### src/rtl/bdt_consts.vh
`ifndef BDT_CONSTS_VH
`define BDT_CONSTS_VH

// ==========================================
// Register map
`define BDT_ADDR_W            5
`define BDT_OFS_TIMING_SEL    5'h04
`define BDT_OFS_TIMING_SET_A  5'h05
`define BDT_OFS_TIMING_SET_B  5'h06
`define BDT_BANK_ACTIVE       1'b0
`define BDT_BANK_FREEWHEEL    1'b1

// ==========================================
// Reset values and write masks
`define BDT_SET_A_RESET       16'h4924
`define BDT_SET_B_RESET       16'h0924
`define BDT_SEL_RESET         16'h0000
`define BDT_SET_A_WMASK       16'h7fff
`define BDT_SET_B_WMASK       16'h01ff

// ==========================================
// Field positions
`define BDT_DELAY1_LSB        0
`define BDT_BLANK1_LSB        3
`define BDT_DELAY2_LSB        6
`define BDT_BLANK2_LSB        9
`define BDT_DELAY3_LSB        12
`define BDT_B_DELAY4_LSB      0
`define BDT_B_BLANK3_LSB      3
`define BDT_B_BLANK4_LSB      6

// ==========================================
// Durations in ns
`define BDT_CLK_NS            10
`define BDT_T_375_NS          375
`define BDT_T_625_NS          625
`define BDT_T_1000_NS         1000
`define BDT_T_1250_NS         1250
`define BDT_T_1500_NS         1500
`define BDT_T_2000_NS         2000
`define BDT_T_3000_NS         3000
`define BDT_T_4000_NS         4000
`define BDT_T_16000_NS        16000
`define BDT_CYC(t)            (((t) + `BDT_CLK_NS - 1) / `BDT_CLK_NS)

`endif

### src/rtl/bdt_timer.v
`timescale 1ns/1ns
`default_nettype none

module bdt_timer #(
    parameter CW = 11
) (
    input  wire          clk,
    input  wire          rst_n,
    input  wire          ce,
    input  wire          start,
    input  wire [CW-1:0] cycles,
    output wire          busy
);
    // ==========================================
    // Down counter
    reg [CW-1:0] cnt_reg;

    always @(posedge clk or negedge rst_n) begin
        if (!rst_n) begin
            cnt_reg <= {CW{1'b0}};
        end else if (ce) begin
            if (start) begin
                cnt_reg <= cycles;
            end else if (cnt_reg != {CW{1'b0}}) begin
                cnt_reg <= cnt_reg - {{(CW-1){1'b0}}, 1'b1};
            end
        end
    end

    assign busy = (cnt_reg != {CW{1'b0}});
endmodule

`default_nettype wire

### src/rtl/bdt_bridge_timing.v
`include "bdt_consts.vh"
`timescale 1ns/1ns
`default_nettype none
// Function
// [RL1] Bridge 1 two-bit code picks timing set 1..4, default set 1
// [RL2] Active set register: bank 0, offset 00101, reset 0x4924, drives active FETs
// [RL3] Freewheel set register: bank 1, offset 00101, reset 0x4924, drives freewheel FETs
// [RL4] Bit 15 of both set registers reads zero, writes ignored
// [RL5] Active fields: delay3 14:12, blank2 11:9, delay2 8:6, blank1 5:3, delay1 2:0
// [RL6] Freewheel fields use the same bit placement
// [RL7] All delay and blank fields reset to code 100, 2000 ns
// [RL8] Active delay codes map 375 ns up to 16 us
// [RL9] Active blank codes map 625 ns up to 16 us
// [RL10] Freewheel delay codes use the active delay mapping
// [RL11] Host keeps drive current below 30 mA when selecting 16 us
// [RL12] Delay4, blank3, blank4 come from a separate register
// [RL13] Freewheel blank codes map 625 ns up to 16 us
// [RL14] Durations are clock counts, changes apply at next switching event

module bdt_bridge_timing #(
    parameter CW = 11
) (
    input  wire        REF_CLK,
    input  wire        RST_N,
    input  wire        CE,
    input  wire        WR_EN,
    input  wire        RD_EN,
    input  wire        BANK_SEL,
    input  wire [4:0]  ADDR,
    input  wire [15:0] WDATA,
    input  wire        SWITCH_EVT,
    input  wire        SWITCH_FW,
    output reg  [15:0] RDATA,
    output reg         RVALID,
    output reg         DELAY_ACTIVE,
    output reg         BLANK_ACTIVE
);
    // ==========================================
    // Registers
    reg [15:0] sel_reg;
    reg [15:0] act_a_reg;
    reg [15:0] fw_a_reg;
    reg [15:0] act_b_reg;
    reg [15:0] fw_b_reg;
    reg [15:0] rdata_next;

    wire hit_sel = (ADDR == `BDT_OFS_TIMING_SEL);
    wire hit_a   = (ADDR == `BDT_OFS_TIMING_SET_A);
    wire hit_b   = (ADDR == `BDT_OFS_TIMING_SET_B);
    wire is_fw   = (BANK_SEL == `BDT_BANK_FREEWHEEL);

    always @(posedge REF_CLK or negedge RST_N) begin
        if (!RST_N) begin
            sel_reg   <= `BDT_SEL_RESET;
            act_a_reg <= `BDT_SET_A_RESET; // RL2 RL7
            fw_a_reg  <= `BDT_SET_A_RESET; // RL3 RL7
            act_b_reg <= `BDT_SET_B_RESET;
            fw_b_reg  <= `BDT_SET_B_RESET;
        end else if (CE && WR_EN) begin
            if (hit_sel) begin
                sel_reg <= WDATA;
            end
            if (hit_a && !is_fw) begin
                act_a_reg <= WDATA & `BDT_SET_A_WMASK; // RL2 RL4
            end
            if (hit_a && is_fw) begin
                fw_a_reg <= WDATA & `BDT_SET_A_WMASK; // RL3 RL4
            end
            if (hit_b && !is_fw) begin
                act_b_reg <= WDATA & `BDT_SET_B_WMASK; // RL12
            end
            if (hit_b && is_fw) begin
                fw_b_reg <= WDATA & `BDT_SET_B_WMASK; // RL12
            end
        end
    end

    // ==========================================
    // Read path
    always @* begin
        rdata_next = 16'h0000;
        if (hit_sel) begin
            rdata_next = sel_reg;
        end else if (hit_a) begin
            rdata_next = is_fw ? fw_a_reg : act_a_reg; // RL4
        end else if (hit_b) begin
            rdata_next = is_fw ? fw_b_reg : act_b_reg;
        end
    end

    always @(posedge REF_CLK or negedge RST_N) begin
        if (!RST_N) begin
            RDATA  <= 16'h0000;
            RVALID <= 1'b0;
        end else if (CE) begin
            RVALID <= RD_EN;
            if (RD_EN) begin
                RDATA <= rdata_next;
            end
        end
    end

    // ==========================================
    // Code to cycle maps
    function [CW-1:0] ns_to_cyc;
        input [31:0] ns;
        reg   [31:0] full;
        begin
            full      = `BDT_CYC(ns);
            ns_to_cyc = full[CW-1:0];
        end
    endfunction

    function [CW-1:0] delay_cyc;
        input [2:0]  code;
        reg   [31:0] ns;
        begin
            case (code)
                3'h0: ns = `BDT_T_375_NS;
                3'h1: ns = `BDT_T_625_NS;
                3'h2: ns = `BDT_T_1000_NS;
                3'h3: ns = `BDT_T_1500_NS;
                3'h4: ns = `BDT_T_2000_NS;
                3'h5: ns = `BDT_T_3000_NS;
                3'h6: ns = `BDT_T_4000_NS;
                default: ns = `BDT_T_16000_NS;
            endcase
            delay_cyc = ns_to_cyc(ns);
        end
    endfunction

    function [CW-1:0] blank_cyc;
        input [2:0]  code;
        reg   [31:0] ns;
        begin
            case (code)
                3'h0: ns = `BDT_T_625_NS;
                3'h1: ns = `BDT_T_1000_NS;
                3'h2: ns = `BDT_T_1250_NS;
                3'h3: ns = `BDT_T_1500_NS;
                3'h4: ns = `BDT_T_2000_NS;
                3'h5: ns = `BDT_T_3000_NS;
                3'h6: ns = `BDT_T_4000_NS;
                default: ns = `BDT_T_16000_NS;
            endcase
            blank_cyc = ns_to_cyc(ns);
        end
    endfunction

    // ==========================================
    // Set selection for bridge 1
    wire [1:0]  bridge1_timing_select = sel_reg[1:0];
    wire [15:0] set_a = SWITCH_FW ? fw_a_reg : act_a_reg; // RL2 RL3
    wire [15:0] set_b = SWITCH_FW ? fw_b_reg : act_b_reg;
    reg  [2:0]  dly_code;
    reg  [2:0]  blk_code;

    always @* begin
        dly_code = set_a[`BDT_DELAY1_LSB +: 3];
        blk_code = set_a[`BDT_BLANK1_LSB +: 3];
        case (bridge1_timing_select) // RL1
            2'b00: begin
                dly_code = set_a[`BDT_DELAY1_LSB +: 3]; // RL5 RL6
                blk_code = set_a[`BDT_BLANK1_LSB +: 3];
            end
            2'b01: begin
                dly_code = set_a[`BDT_DELAY2_LSB +: 3]; // RL5 RL6
                blk_code = set_a[`BDT_BLANK2_LSB +: 3];
            end
            2'b10: begin
                dly_code = set_a[`BDT_DELAY3_LSB +: 3]; // RL5 RL6
                blk_code = set_b[`BDT_B_BLANK3_LSB +: 3]; // RL12
            end
            default: begin
                dly_code = set_b[`BDT_B_DELAY4_LSB +: 3]; // RL12
                blk_code = set_b[`BDT_B_BLANK4_LSB +: 3];
            end
        endcase
    end

    // Durations sampled only at a switching event
    wire [CW-1:0] dly_cycles = delay_cyc(dly_code); // RL8 RL10 RL14
    wire [CW-1:0] blk_cycles = blank_cyc(blk_code); // RL9 RL13 RL14
    wire          dly_busy;
    wire          blk_busy;

    bdt_timer #(.CW(CW)) u_delay (
        .clk    (REF_CLK),
        .rst_n  (RST_N),
        .ce     (CE),
        .start  (SWITCH_EVT),
        .cycles (dly_cycles),
        .busy   (dly_busy)
    );

    bdt_timer #(.CW(CW)) u_blank (
        .clk    (REF_CLK),
        .rst_n  (RST_N),
        .ce     (CE),
        .start  (SWITCH_EVT),
        .cycles (blk_cycles),
        .busy   (blk_busy)
    );

    always @(posedge REF_CLK or negedge RST_N) begin
        if (!RST_N) begin
            DELAY_ACTIVE <= 1'b0;
            BLANK_ACTIVE <= 1'b0;
        end else if (CE) begin
            DELAY_ACTIVE <= dly_busy; // RL14
            BLANK_ACTIVE <= blk_busy;
        end
    end
endmodule

`default_nettype wire

### config.mk
export PLATFORM = sky130hd
export DESIGN_NAME = bdt_bridge_timing
export DESIGN_NICKNAME = d
export VERILOG_FILES = /design/src/rtl/bdt_timer.v /design/src/rtl/bdt_bridge_timing.v
export VERILOG_INCLUDE_DIRS = /design/src /design/src/rtl
export SDC_FILE = /design/constraint.sdc
export NUM_CORES = 1
export LEC_CHECK = 0
export BUFFER_PORTS_ARGS = -buffer_cell sky130_fd_sc_hd__buf_2
export CAP_MARGIN = 20
export CORE_MARGIN = 10
export CORE_UTILIZATION = 61
export DETAILED_ROUTE_END_ITERATION = 12
export GPL_TIMING_DRIVEN = 0
export PLACE_DENSITY = 0.8
export SETUP_SLACK_MARGIN = 0.3
export SYNTH_ARGS = -nofsm -noshare
export SYNTH_HDL_FRONTEND = slang
export SYNTH_SLANG_ARGS = --single-unit
### constraint.sdc
create_clock -name REF_CLK -period 7.2 [get_ports REF_CLK]
set_input_delay 0.72 -clock REF_CLK [delete_from_list [all_inputs] [get_ports REF_CLK]]
set_output_delay 0.72 -clock REF_CLK [all_outputs]
set_load 0.02 [all_outputs]
# Word level (Yosys, flattened, before mapping)
# Cells that the tools add are included.
word_totals:
  register_bits: 107
  latch_bits: 0
  ram_bits: 0
  romBits: 0
  in_bits: 29
  wordCells: 72
  n_memories: 0
classes:
  addsub: 6
  n_mul: 0
  div_mod_pow: 2
  order_cmp: 0
  n_eq_ne: 17
  shift: 0
  mux: 15
  bitwise_logic: 0
  n_reduce_logical: 21
ops:
  columns: ["cell", "count"]
  rows:
  - ["14-bit case mux with 7 select lines", 2]
  - ["32-bit by 4-bit adder with 32-bit output (second input constant)", 2]
  - ["32-bit by 4-bit divider with 32-bit output (second input constant)", 2]
  - ["32-bit by 1-bit subtractor with 32-bit output (second input constant)", 2]
  - ["15-bit 2-to-1 mux", 3]
  - ["11-bit 2-to-1 mux", 4]
  - ["12-bit 2-to-1 mux", 2]
  - ["11-bit nonzero test", 2]
  - ["11-bit by 1-bit subtractor with 11-bit output (second input constant)", 2]
  - ["3-bit == test (second input constant)", 6]
  - ["3-bit case mux with 3 select lines", 2]
  - ["16-bit 2-to-1 mux", 1]
  - ["2-bit AND reduction", 8]
  - ["5-bit by 3-bit == test with 1-bit output (second input constant)", 3]
  - ["3-bit by 2-bit == test with 1-bit output (second input constant)", 4]
  - ["9-bit 2-to-1 mux", 1]
  - ["3-bit by 1-bit == test with 1-bit output (second input constant)", 2]
  - ["3-bit logical NOT", 2]
  - ["1-bit logical AND", 5]
  - ["2-bit nonzero test", 2]
  - ["2-bit by 1-bit == test with 1-bit output (second input constant)", 1]
  - ["2-bit == test (second input constant)", 1]
  - ["2-bit logical NOT", 1]
  - ["1-bit logical NOT", 1]

# Longest topological paths before layout
# Gate-level depths: netlist (run 1).
logic_depth:
  ltp_word: 8
  mapped_depth: 22
  depth_no_buf: 18

# Hierarchy
# A second synthesis (run 1) with hierarchy kept.
unflattened:
  cells_unflattened: 541
  hier_area_um2: 6055.8
by_module_without_submodules:
  columns: ["module", "n_inst", "cells_each", "area_each_um2"]
  rows:
  - ["bdt_bridge_timing", 1, 365, 4534.3]
  - ["bdt_timer", 2, 88, 760.7]

# Worst setup path before layout (run 1)
# Ideal clock, no wire load.
synth_timing:
  path_kind: "input -> register"
  from: "input port SWITCH_FW"
  to: "register u_delay.cnt_reg[0]"
  setup_time_ns: 0.129
  arrival_ns: 5.608
  required_ns: 7.071
  path_slack_ns: 1.463
  cell_stages: 20
  n_path_buf: 4
  cell_sequence: "buf_6 > mux4_2 > mux2_2 > buf_6 > clkbuf_1 > ha_1 > clkbuf_1 > nand2b_1 > nand2_1 > nor4_4 > a211oi_2 > o41a_1 > nand3b_4 > nor3_4 > mux2i_1 > nor4_1 > a311o_1 > or4b_1 > a221oi_2 > a31oi_1"
synth_via:
  elab_chain_cells: 8
  word_cells_on_any_way: 15
  classes_between: "2 x add/sub; 1 x div; 6 x eq/ne; 5 x mux; 1 x reduce/logical"
synth_rtl:
  columns: ["element", "line", "source"]
  rows:
  - ["start: declaration", "bdt_bridge_timing.v:32", "input wire SWITCH_FW,"]
  - ["9-bit 2-to-1 mux / 15-bit 2-to-1 mux (equally long branches)", "bdt_bridge_timing.v:154, bdt_bridge_timing.v:153", null]
  - ["3-bit case mux with 3 select lines *", "bdt_bridge_timing.v:161", "case (bridge1_timing_select)"]
  - ["3-bit == test (tied with other cells)", "bdt_bridge_timing.v:118", "case (code)"]
  - ["14-bit case mux with 7 select lines *", "bdt_bridge_timing.v:118", null]
  - ["32-bit by 4-bit adder with 32-bit output (no line) *", null, null]
  - ["32-bit by 1-bit subtractor with 32-bit output (no line) *", null, null]
  - ["32-bit by 4-bit divider with 32-bit output (no line) *", null, null]
  - ["11-bit 2-to-1 mux *", "bdt_timer.v:22", "if (start) begin"]
  - ["end signal: assignment", "bdt_timer.v:20", "cnt_reg <= {CW{1'b0}};"]
  - ["end signal: assignment", "bdt_timer.v:23", "cnt_reg <= cycles;"]
  - ["end signal: assignment", "bdt_timer.v:25", "cnt_reg <= cnt_reg - {{(CW-1){1'b0}}, 1'b1};"]
  - ["end: declaration", "bdt_timer.v:16", "reg [CW-1:0] cnt_reg;"]
# Mark *: on every way between the ends. The rest lies on a longest branch, timed or not.
# A chain may end at the register's enable or synchronous reset.

# Worst setup path in the final report (run 1)
# Ends and elaborated chain as after synthesis.

==> results of run 1 <==
## kinds of logic (layout without fill, tap and decap cells)
kind of cell             count (synthesis)  count (layout)  share of synthesized area
XOR/XNOR                                 8               8                     0.0112
multiplexers                           106             106                      0.189
flip-flops                             107             107                      0.390
AND/OR/NAND/NOR                        246             246                      0.170
buffers and inverters                   54             118                     0.0325
adder cells (fa/ha/maj)                 13              13                     0.0235
AO/OA/AOI/OAI                          192             192                      0.184
## per-layer routing
metal	up-vias	wire length, um	track usage
met5	-	0	0
met4	0	558	0.0944
met3	47	1290	0.0429
met2	273	9570	0.394
met1	3036	7980	0.303
li1	2839	-	-
## area by class of cell
cell class,count,share of cell area
clock inverters,7,0.00800
plain buffers,35,0.0201
clock buffers,9,0.0294
flip-flops and latches,107,0.352
repair buffers,48,0.0354
inverters,19,0.00930
multi-input cells,565,0.523
well taps,140,0.0229
## Yosys cell counts (4+ instances only)
cell,instances
nor2_1,69
mux4_2,12
inv_1,17
a221oi_1,11
or3_1,4
nand2_1,80
dfrtp_1,89
dfstp_2,18
xnor2_1,5
o31ai_1,4
nor2b_1,4
a211oi_1,5
a31oi_1,11
a32oi_1,5
nor3_1,33
clkbuf_1,27
o21ai_0,55
mux2i_1,24
o22ai_1,10
a21oi_1,41
nand3_1,15
o21a_1,4
nor4_1,8
o221ai_1,5
ha_1,13
mux2_2,69
and3_1,6
nand2b_1,6
## report_power, final
part           internal (mW)  leakage (nW)  switching (mW)
Combinational          0.347          1.80           0.527
Sequential             0.672          1.35          0.0659
Clock                  0.242         0.145           0.237
## stage by stage
step | cell area (sq um) | util | std cells
6_report | 7660 | 0.698 | 930
3_5_place_dp | 7380 | 0.672 | 914
4_1_cts | 7660 | 0.698 | 930
2_1_floorplan | 6920 | - | 726
5_1_grt | 7660 | 0.698 | 930
3_3_place_gp | 7330 | 0.667 | 912
## worst max path at each step
stage	from	endpoint	slack [ns]	cells after the start
floorplan	SWITCH_FW	u_delay.cnt_reg[0]	1.46	20
global placement	SWITCH_FW	u_delay.cnt_reg[0]	0.73	19
detailed placement	SWITCH_FW	u_delay.cnt_reg[0]	0.66	19
CTS	SWITCH_FW	u_delay.cnt_reg[0]	0.98	19
global route	SWITCH_FW	u_delay.cnt_reg[0]	0.50	19
finish	SWITCH_FW	u_delay.cnt_reg[0]	0.87	19
==> reports/metrics.cfg, run 1 <==
[run_status]
status = complete, no violations

[final_layout]
nFillCells = 863
antenna_cells = 0
multiInputGateArea_sq_mm = 0.00401
seq_area_sq_mm = 0.00270
final_common_cell = dfrtp_1
drive_gt1_frac = 0.243
final_cell_mix = 89 x dfrtp_1, 80 x nand2_1, 69 x mux2_2, 69 x nor2_1, 55 x o21ai_0
syn_to_final_growth_pct = 10.8
fin_nets = 827

[setup_path]
crit_slowest_cell = mux4_2
path_cells = buf_6 -> mux4_2 -> mux2i_4 -> clkbuf_1 -> ha_1 -> clkbuf_1 -> nand2b_1 -> nand2_1 -> nor4_4 -> nor3_1 -> nor4_1 -> o32ai_2 -> nor3_4 -> mux2i_1 -> nor4_1 -> a311o_1 -> or4b_1 -> a221oi_2 -> a31oi_1
worst-path-buf-inv = 3
reg2regPathDepth = 18
critPathTopFamily = simple AND/OR/NAND/NOR gates
crit_fanout = 12
rr_endpoint = u_delay.cnt_reg[0]
cp_slowest_stage_delay_ns = 0.56
timing.rr.start = fw_a_reg[14]
required_ns = 7.43
arrival_ns = 6.56
cp-end-kind = flop
criticalPathCategory = input port to flop
r2r_slack_ns = 1.08
critPathLaunchType = input port

[sta]
timing.final.max_slew_violations = 0
tightest_slew_ns = 1.12
setup_slack_ns = 0.872
period_minus_slack_ns = 6.33
setup_viol = 0
whs_ns = 0.310
hold_viol_final = 0
clock.fmax_ghz = 0.158
finalCritPeriodShare = 0.879
rsz0062_at_grt = false
slew-limit-headroom = 0.251
fin_tns_setup_ns = 0
clock_skew_ns = 0.00879

[logic_synthesis]
ys_ff_latch = 107
synthesis.nets = 768
ys_seq_area_frac = 0.390
async_reset_ff_frac = 1.00
yosys_most_used_dff = dfrtp_1
synth_top_area_frac = 0.322
netlist-cell-type-count = 76
synth_edf_count = 0
synthCells = 726
ys.warnings.count = 0
ys_top_cells_by_area = dfrtp_1 32%, mux2_2 11%, dfstp_2 6.8%
avgSynthCellArea_sq_um = 9.53
synth_top_cell_by_area = dfrtp_1
synthesis.area_sq_mm = 0.00692

[power]
p_per_area_mw_per_mm2 = 273
leakage_nw = 3.30
peakVddDrop_mv = 0.247
power.total_mw = 2.09

[clock_network]
cts_tree = done
clk_latency_ns = 0.36
cts_made_buffers = 9
ctsResizeCount = 0
clk_pin_slew_ns = 0.07
cts_max_level = 3
clock_sinks = 107
hold_buffers = 0
cts-root-buf = clkbuf_16
clockBufferDepth = 2
cts_setup_buffers = 0

[detailed_routing]
drt_wl_total_mm = 19.4
viasPerCell = 6.66
vias = 6195
wire_per_inst_um = 20.9
drc = 0
first_iter_violations = 704
antenna_left = 0
dr.pass1.iters = 5

[place]
post-dp-hpwl_mm = 14.4
io_buffers = 46
place_congestion = 0.941
post-place-ws_ns = 0.660

[hold_path]
hold_path_class = input port to asynchronous set/reset pin

[flow_run]
cap_violations = 0

[floorplanning]
core_area_sq_mm = 0.0110
start_util = 0.630
dieArea_sq_mm = 0.0160
rows = 38
die_h_um = 127
ios = 48
die_x_um = 127

[global_route]
antenna_found_initial = 0
grt_pass1_vias = 6061
grt_max_degree = 73
grtUsageTotal = 0.239
globalRouteOverflowTotal = 0
grt_pass1_wl_mm = 31.4

Note: power is estimated with default switching activity, not from simulation.
==> run 2: changes to the inputs <==
ABC_AREA = 1   (was unset)
CELL_PAD_IN_SITES_DETAIL_PLACEMENT = 0   (was unset)
CELL_PAD_IN_SITES_GLOBAL_PLACEMENT = 2   (was unset)
CORE_UTILIZATION = 35   (was 61)
PLACE_DENSITY = unset   (was 0.8)
PLACE_DENSITY_LB_ADDON = 0.1   (was unset)
==> reports/metrics.cfg, run 2 <==
[run_status]
status = complete, no violations

[setup_path]
crit_fanout = 12
crit_cells = 39
setup.worst_path.start = sel_reg[1]
critPathLaunchType = flop
cp-endpoint = u_delay.cnt_reg[0]
timing.rr.start = sel_reg[1]
arrival_ns = 5.96
cp-end-kind = flop
required_ns = 7.45
rr_endpoint = u_delay.cnt_reg[0]
criticalPathCategory = flop to flop
cp_slowest_stage_delay_ns = 0.50
reg2regPathDepth = 39
critPathTopFamily = simple AND/OR/NAND/NOR gates
crit_top_cell = nand2_2
worst-path-buf-inv = 5
r2r_slack_ns = 1.49
crit_slowest_cell = dfrtp_1

[detailed_routing]
first_iter_violations = 476
antenna_left = 0
drc = 0
dr.pass1.iters = 4
drt_wl_total_mm = 22.7
wire_per_inst_um = 16.6
vias = 6754
viasPerCell = 4.94

[sta]
period_minus_slack_ns = 5.71
rsz0062_at_grt = false
whs_ns = 0.189
tightest_slew_ns = 0.936
timing.final.max_slew_violations = 0
finalCritPeriodShare = 0.793
clock.fmax_ghz = 0.175
hold_viol_final = 0
fin_tns_setup_ns = 0
clock_skew_ns = 0.0134
setup_viol = 0
slew-limit-headroom = 0.374

[floorplanning]
die_h_um = 164
dieArea_sq_mm = 0.0270
core_area_sq_mm = 0.0204
die_x_um = 164
ios = 48
start_util = 0.357
rows = 52

[clock_network]
clk_pin_slew_ns = 0.08
cts_made_buffers = 9
cts_tree = done
cts_setup_buffers = 0
hold_buffers = 0
clockBufferDepth = 2
cts-root-buf = clkbuf_16
ctsResizeCount = 0
clock_sinks = 107
clk_latency_ns = 0.37
cts_max_level = 3

[logic_synthesis]
yosys_most_used_dff = dfrtp_1
synthesis.nets = 1077
synthTopCellsByCount = 289 x nand2_1, 123 x inv_1, 121 x o21ai_0, 90 x nor2_1, 89 x dfrtp_1
netlist-cell-type-count = 50
synth_top_cell_by_area = dfrtp_1
yosysMostFrequentCell = nand2_1
ys.warnings.count = 0
async_reset_ff_frac = 1.00
ys_top_cells_by_area = dfrtp_1 31%, nand2_1 15%, o21ai_0 8.3%
ys_ff_latch = 107
avgSynthCellArea_sq_um = 7.03
ys_seq_area_frac = 0.371
synthCells = 1035
synth_edf_count = 0
synth_top_area_frac = 0.306
synthesis.area_sq_mm = 0.00728

[power]
peakVddDrop_mv = 0.112
p_per_area_mw_per_mm2 = 306
leakage_nw = 4.03
power.total_mw = 2.52

[hold_path]
hold_path_class = input port to asynchronous set/reset pin

[global_route]
grtUsageTotal = 0.174
antenna_found_initial = 0
globalRouteOverflowTotal = 0
grt_pass1_vias = 6733
grt_pass1_wl_mm = 37.1
grt_max_degree = 90

[final_layout]
fin_nets = 1135
syn_to_final_growth_pct = 12.9
final_common_cell = nand2_1
final_cell_mix = 289 x nand2_1, 123 x inv_1, 121 x o21ai_0, 90 x nor2_1, 89 x dfrtp_1
drive_gt1_frac = 0.152
fin_util = 0.404
antenna_cells = 0

[flow_run]
cap_violations = 0

[place]
io_buffers = 46
place_congestion = 0.834
post-dp-hpwl_mm = 17.0

[run 2: changes by cell type after synthesis, sizes merged, moves of 12 or more]
cell | previous run | this run
a22oi | 1 | 19
inv | 19 | 132
nand2 | 80 | 327
nor3 | 35 | 5
mux2i | 25 | 0
mux2 | 69 | 0
nor2 | 69 | 106
o21ai | 58 | 124
nand3 | 15 | 68
mux4 | 12 | 0
nand4 | 2 | 14
[run 2: cell type report]
type,instances,area [sq um]
clock buffers,9,225
repair buffers,47,264
well taps,270,338
clock inverters,7,113
multi-input cells,765,3910
flip-flops and latches,107,2700
plain buffers,29,161
inverters,134,507
fillers,2244,12100
[run 2: worst min path at each step]
stage	end	cells past startpoint	startpoint
after floorplan	BLANK_ACTIVE	0	RST_N
after global placement	fw_b_reg[11]	2	fw_b_reg[11]
after detailed placement	act_b_reg[11]	2	act_b_reg[11]
after CTS	u_blank.cnt_reg[4]	1	RST_N
after global routing	u_blank.cnt_reg[4]	1	RST_N
final	u_blank.cnt_reg[4]	1	RST_N
[run 2: layer usage]
layer / global-route usage / vias up / part of all wire
met5: 0 / - / 0
met4: 0.0382 / 0 / 0.012
met3: 0.0228 / 17 / 0.019
met2: 0.301 / 62 / 0.50
met1: 0.226 / 3180 / 0.47
li1: - / 3495 / -
[run 2: worst reg2reg max path: cells and delay by family (launching register included)]
family | cells | cell delay, ns
AOI/OAI and AO/OA | 2 | 0.16
and+or+nand+nor | 31 | 3.84
DFF | 1 | 0.50
adders and majority gates | 1 | 0.28
buffers and inverters | 5 | 0.83
[run 2: logic make-up after synthesis]
group	share of synthesized area
AO/OA/AOI/OAI	0.175
XOR/XNOR	0.0120
adder cells (fa/ha/maj)	0.0223
buffers and inverters	0.0918
flip-flops	0.371
AND/OR/NAND/NOR	0.328
[run 2: where the power goes]
group / switching (mW) / internal (mW) / total (mW) / leakage (nW)
Sequential: 0.0469 / 0.672 / 0.718 / 1.34
Combinational: 0.836 / 0.402 / 1.24 / 2.53
Clock: 0.273 / 0.289 / 0.561 / 0.164
Total: 1.16 / 1.36 / 2.52 / 4.03
[run 2: stage by stage]
step                worst slack [ns]  area, sq um  instances
floorplan                       2.39         7280       1035
global placement                1.04         7850       1351
detailed placement              1.03         7880       1352
CTS                             1.36         8220       1368
global route                   0.880         8220       1368
finish                          1.49         8220       1368
==> run 3: changes to the inputs <==
ABC_AREA = 0   (was 1)
clock period = 5.15 ns   (was 7.2 ns; I/O delays follow)
==> reports/metrics.cfg, run 3 (same netlist as run 1, synthesis figures left out) <==
[run_status]
status = complete, no violations

[clock_network]
hold_buffers = 0
cts_tree = done
cts_made_buffers = 9
cts_max_level = 3
clk_pin_slew_ns = 0.08
clockBufferDepth = 2
clk_latency_ns = 0.36
clock_sinks = 107
cts-root-buf = clkbuf_16

[final_layout]
fin_nets = 866
multiInputGateArea_sq_mm = 0.00433
final_common_cell = dfrtp_1
fin_util = 0.440
final_cell_mix = 88 x dfrtp_1, 77 x nand2_1, 67 x mux2_2, 65 x nor2_1, 51 x o21ai_0
antenna_cells = 0
seq_area_sq_mm = 0.00270
fin_area_sq_mm = 0.00856
fin_cells = 1094
syn_to_final_growth_pct = 23.6
drive_gt1_frac = 0.333
nFillCells = 1922

[detailed_routing]
drt_wl_total_mm = 22.6
first_iter_violations = 495
vias = 6213
viasPerCell = 5.68
dr.pass1.iters = 5
antenna_left = 0
drc = 0
wire_per_inst_um = 20.6

[floorplanning]
core_area_sq_mm = 0.0195
die_h_um = 161
ios = 48
start_util = 0.356
dieArea_sq_mm = 0.0258
rows = 51
die_x_um = 161

[setup_path]
arrival_ns = 5.23
crit_slowest_cell = o41a_1
required_ns = 5.38
critPathLaunchType = flop
crit_fanout = 5
cp-end-kind = flop
criticalPathCategory = flop to flop
path_cells = mux4_2 -> mux2_4 -> buf_8 -> clkbuf_16 -> ha_4 -> clkbuf_16 -> nand2b_4 -> nand2_4 -> nor4_4 -> buf_4 -> nor3_4 -> o41a_1 -> nand3b_4 -> buf_4 -> o31a_1 -> o311a_1 -> a221oi_2 -> or4b_4 -> a221oi_2 -> a31oi_1
cp_slowest_stage_delay_ns = 0.51

[power]
switchingPower_mw = 1.32
power.total_mw = 3.33
seqPwrFrac = 0.309
peakVddDrop_mv = 0.175
p_sw_frac = 0.397
p_clk_frac = 0.208
power_frac_comb = 0.484
internal-power_mw = 2.01
leakage_nw = 3.60
p_per_area_mw_per_mm2 = 389

[sta]
finalCritPeriodShare = 0.970
hold_viol_final = 0
timing.final.max_slew_violations = 0
rsz0062_at_grt = true
period_minus_slack_ns = 5.00
clock.fmax_ghz = 0.200
slew-limit-headroom = 0.331
whs_ns = 0.0766
clock_skew_ns = 0.0123
setup_viol = 0
tightest_slew_ns = 1.00

[place]
postPlaceCellArea_sq_mm = 0.00764
place_congestion = 0.885
dp_cells = 1042
post-dp-hpwl_mm = 16.5
io_buffers = 46

[global_route]
grt_max_degree = 69
globalRouteOverflowTotal = 0
grt_pass1_vias = 6323
grtUsageTotal = 0.173
grt_pass1_wl_mm = 36.3
antenna_found_initial = 0

[hold_path]
hold_path_class = input port to asynchronous set/reset pin

[flow_run]
cap_violations = 0

[run 3: repair_timing]
item / CTS / global route
pin swaps: 21 / 11
setup buffers: 28 / 7
gates cloned: 0 / 0
endpoints found under the setup margin: 3 / 2
resized for setup: 57 / 18
[run 3: critical path: cells and delay by family, from the launching register on]
family	cells	cell delay [ns]
flip-flops	1	0.40
AO/OA/AOI/OAI	6	1.72
adder cells (fa/ha/maj)	1	0.15
AND/OR/NAND/NOR	6	1.01
buffers and inverters	5	0.78
multiplexers	2	0.80
[run 3: power groups by stage]
stage / registers, mW / clock network [mW] / logic (mW)
finish: 1.03 / 0.692 / 1.61
global route: 1.04 / 0.755 / 1.76
CTS: 1.03 / 0.720 / 1.49
detailed placement: 1.04 / 0 / 1.25
global placement: 1.04 / 0 / 1.24
floorplan: 1.02 / 0 / 0.943
[run 3: final timing paths]
kind                       slack (ns)         start                  to  cells past startpoint
min                              0.08         RST_N  u_delay.cnt_reg[0]                      1
min reg2reg                      0.48     RDATA[10]           RDATA[10]                      2
max reg2reg                      0.15  fw_a_reg[12]  u_delay.cnt_reg[0]                     20
max in group asynchronous        4.36         RST_N       act_a_reg[11]                      2
max                              0.15  fw_a_reg[12]  u_delay.cnt_reg[0]                     20
min in group REF_CLK             0.38     WDATA[15]         sel_reg[15]                      2
[run 3: through the flow]
step	setup TNS [ns]	setup WS [ns]
after floorplan	0	0.0398
after detailed placement	-1.73	-0.873
after CTS	0	0.107
final	0	0.153
after global placement	-1.72	-0.874
after global routing	-0.247	-0.129
[run 3: final cells by class]
type,count,area share
buffer,35,0.0307
clock buffer,10,0.0268
clock inverter,6,0.00819
inverter,19,0.00863
multi-input combinational,565,0.506
sequential,107,0.316
tap,265,0.0387
timing repair buffer,87,0.0655
[run 3: metal layers]
metal  GRT usage  vias to the layer above  share of wire
met1       0.225                     3121           0.45
li1            -                     2927              -
met3      0.0238                       31          0.034
met4      0.0547                        0          0.023
met2       0.291                      134           0.49
met5           0                        -              0
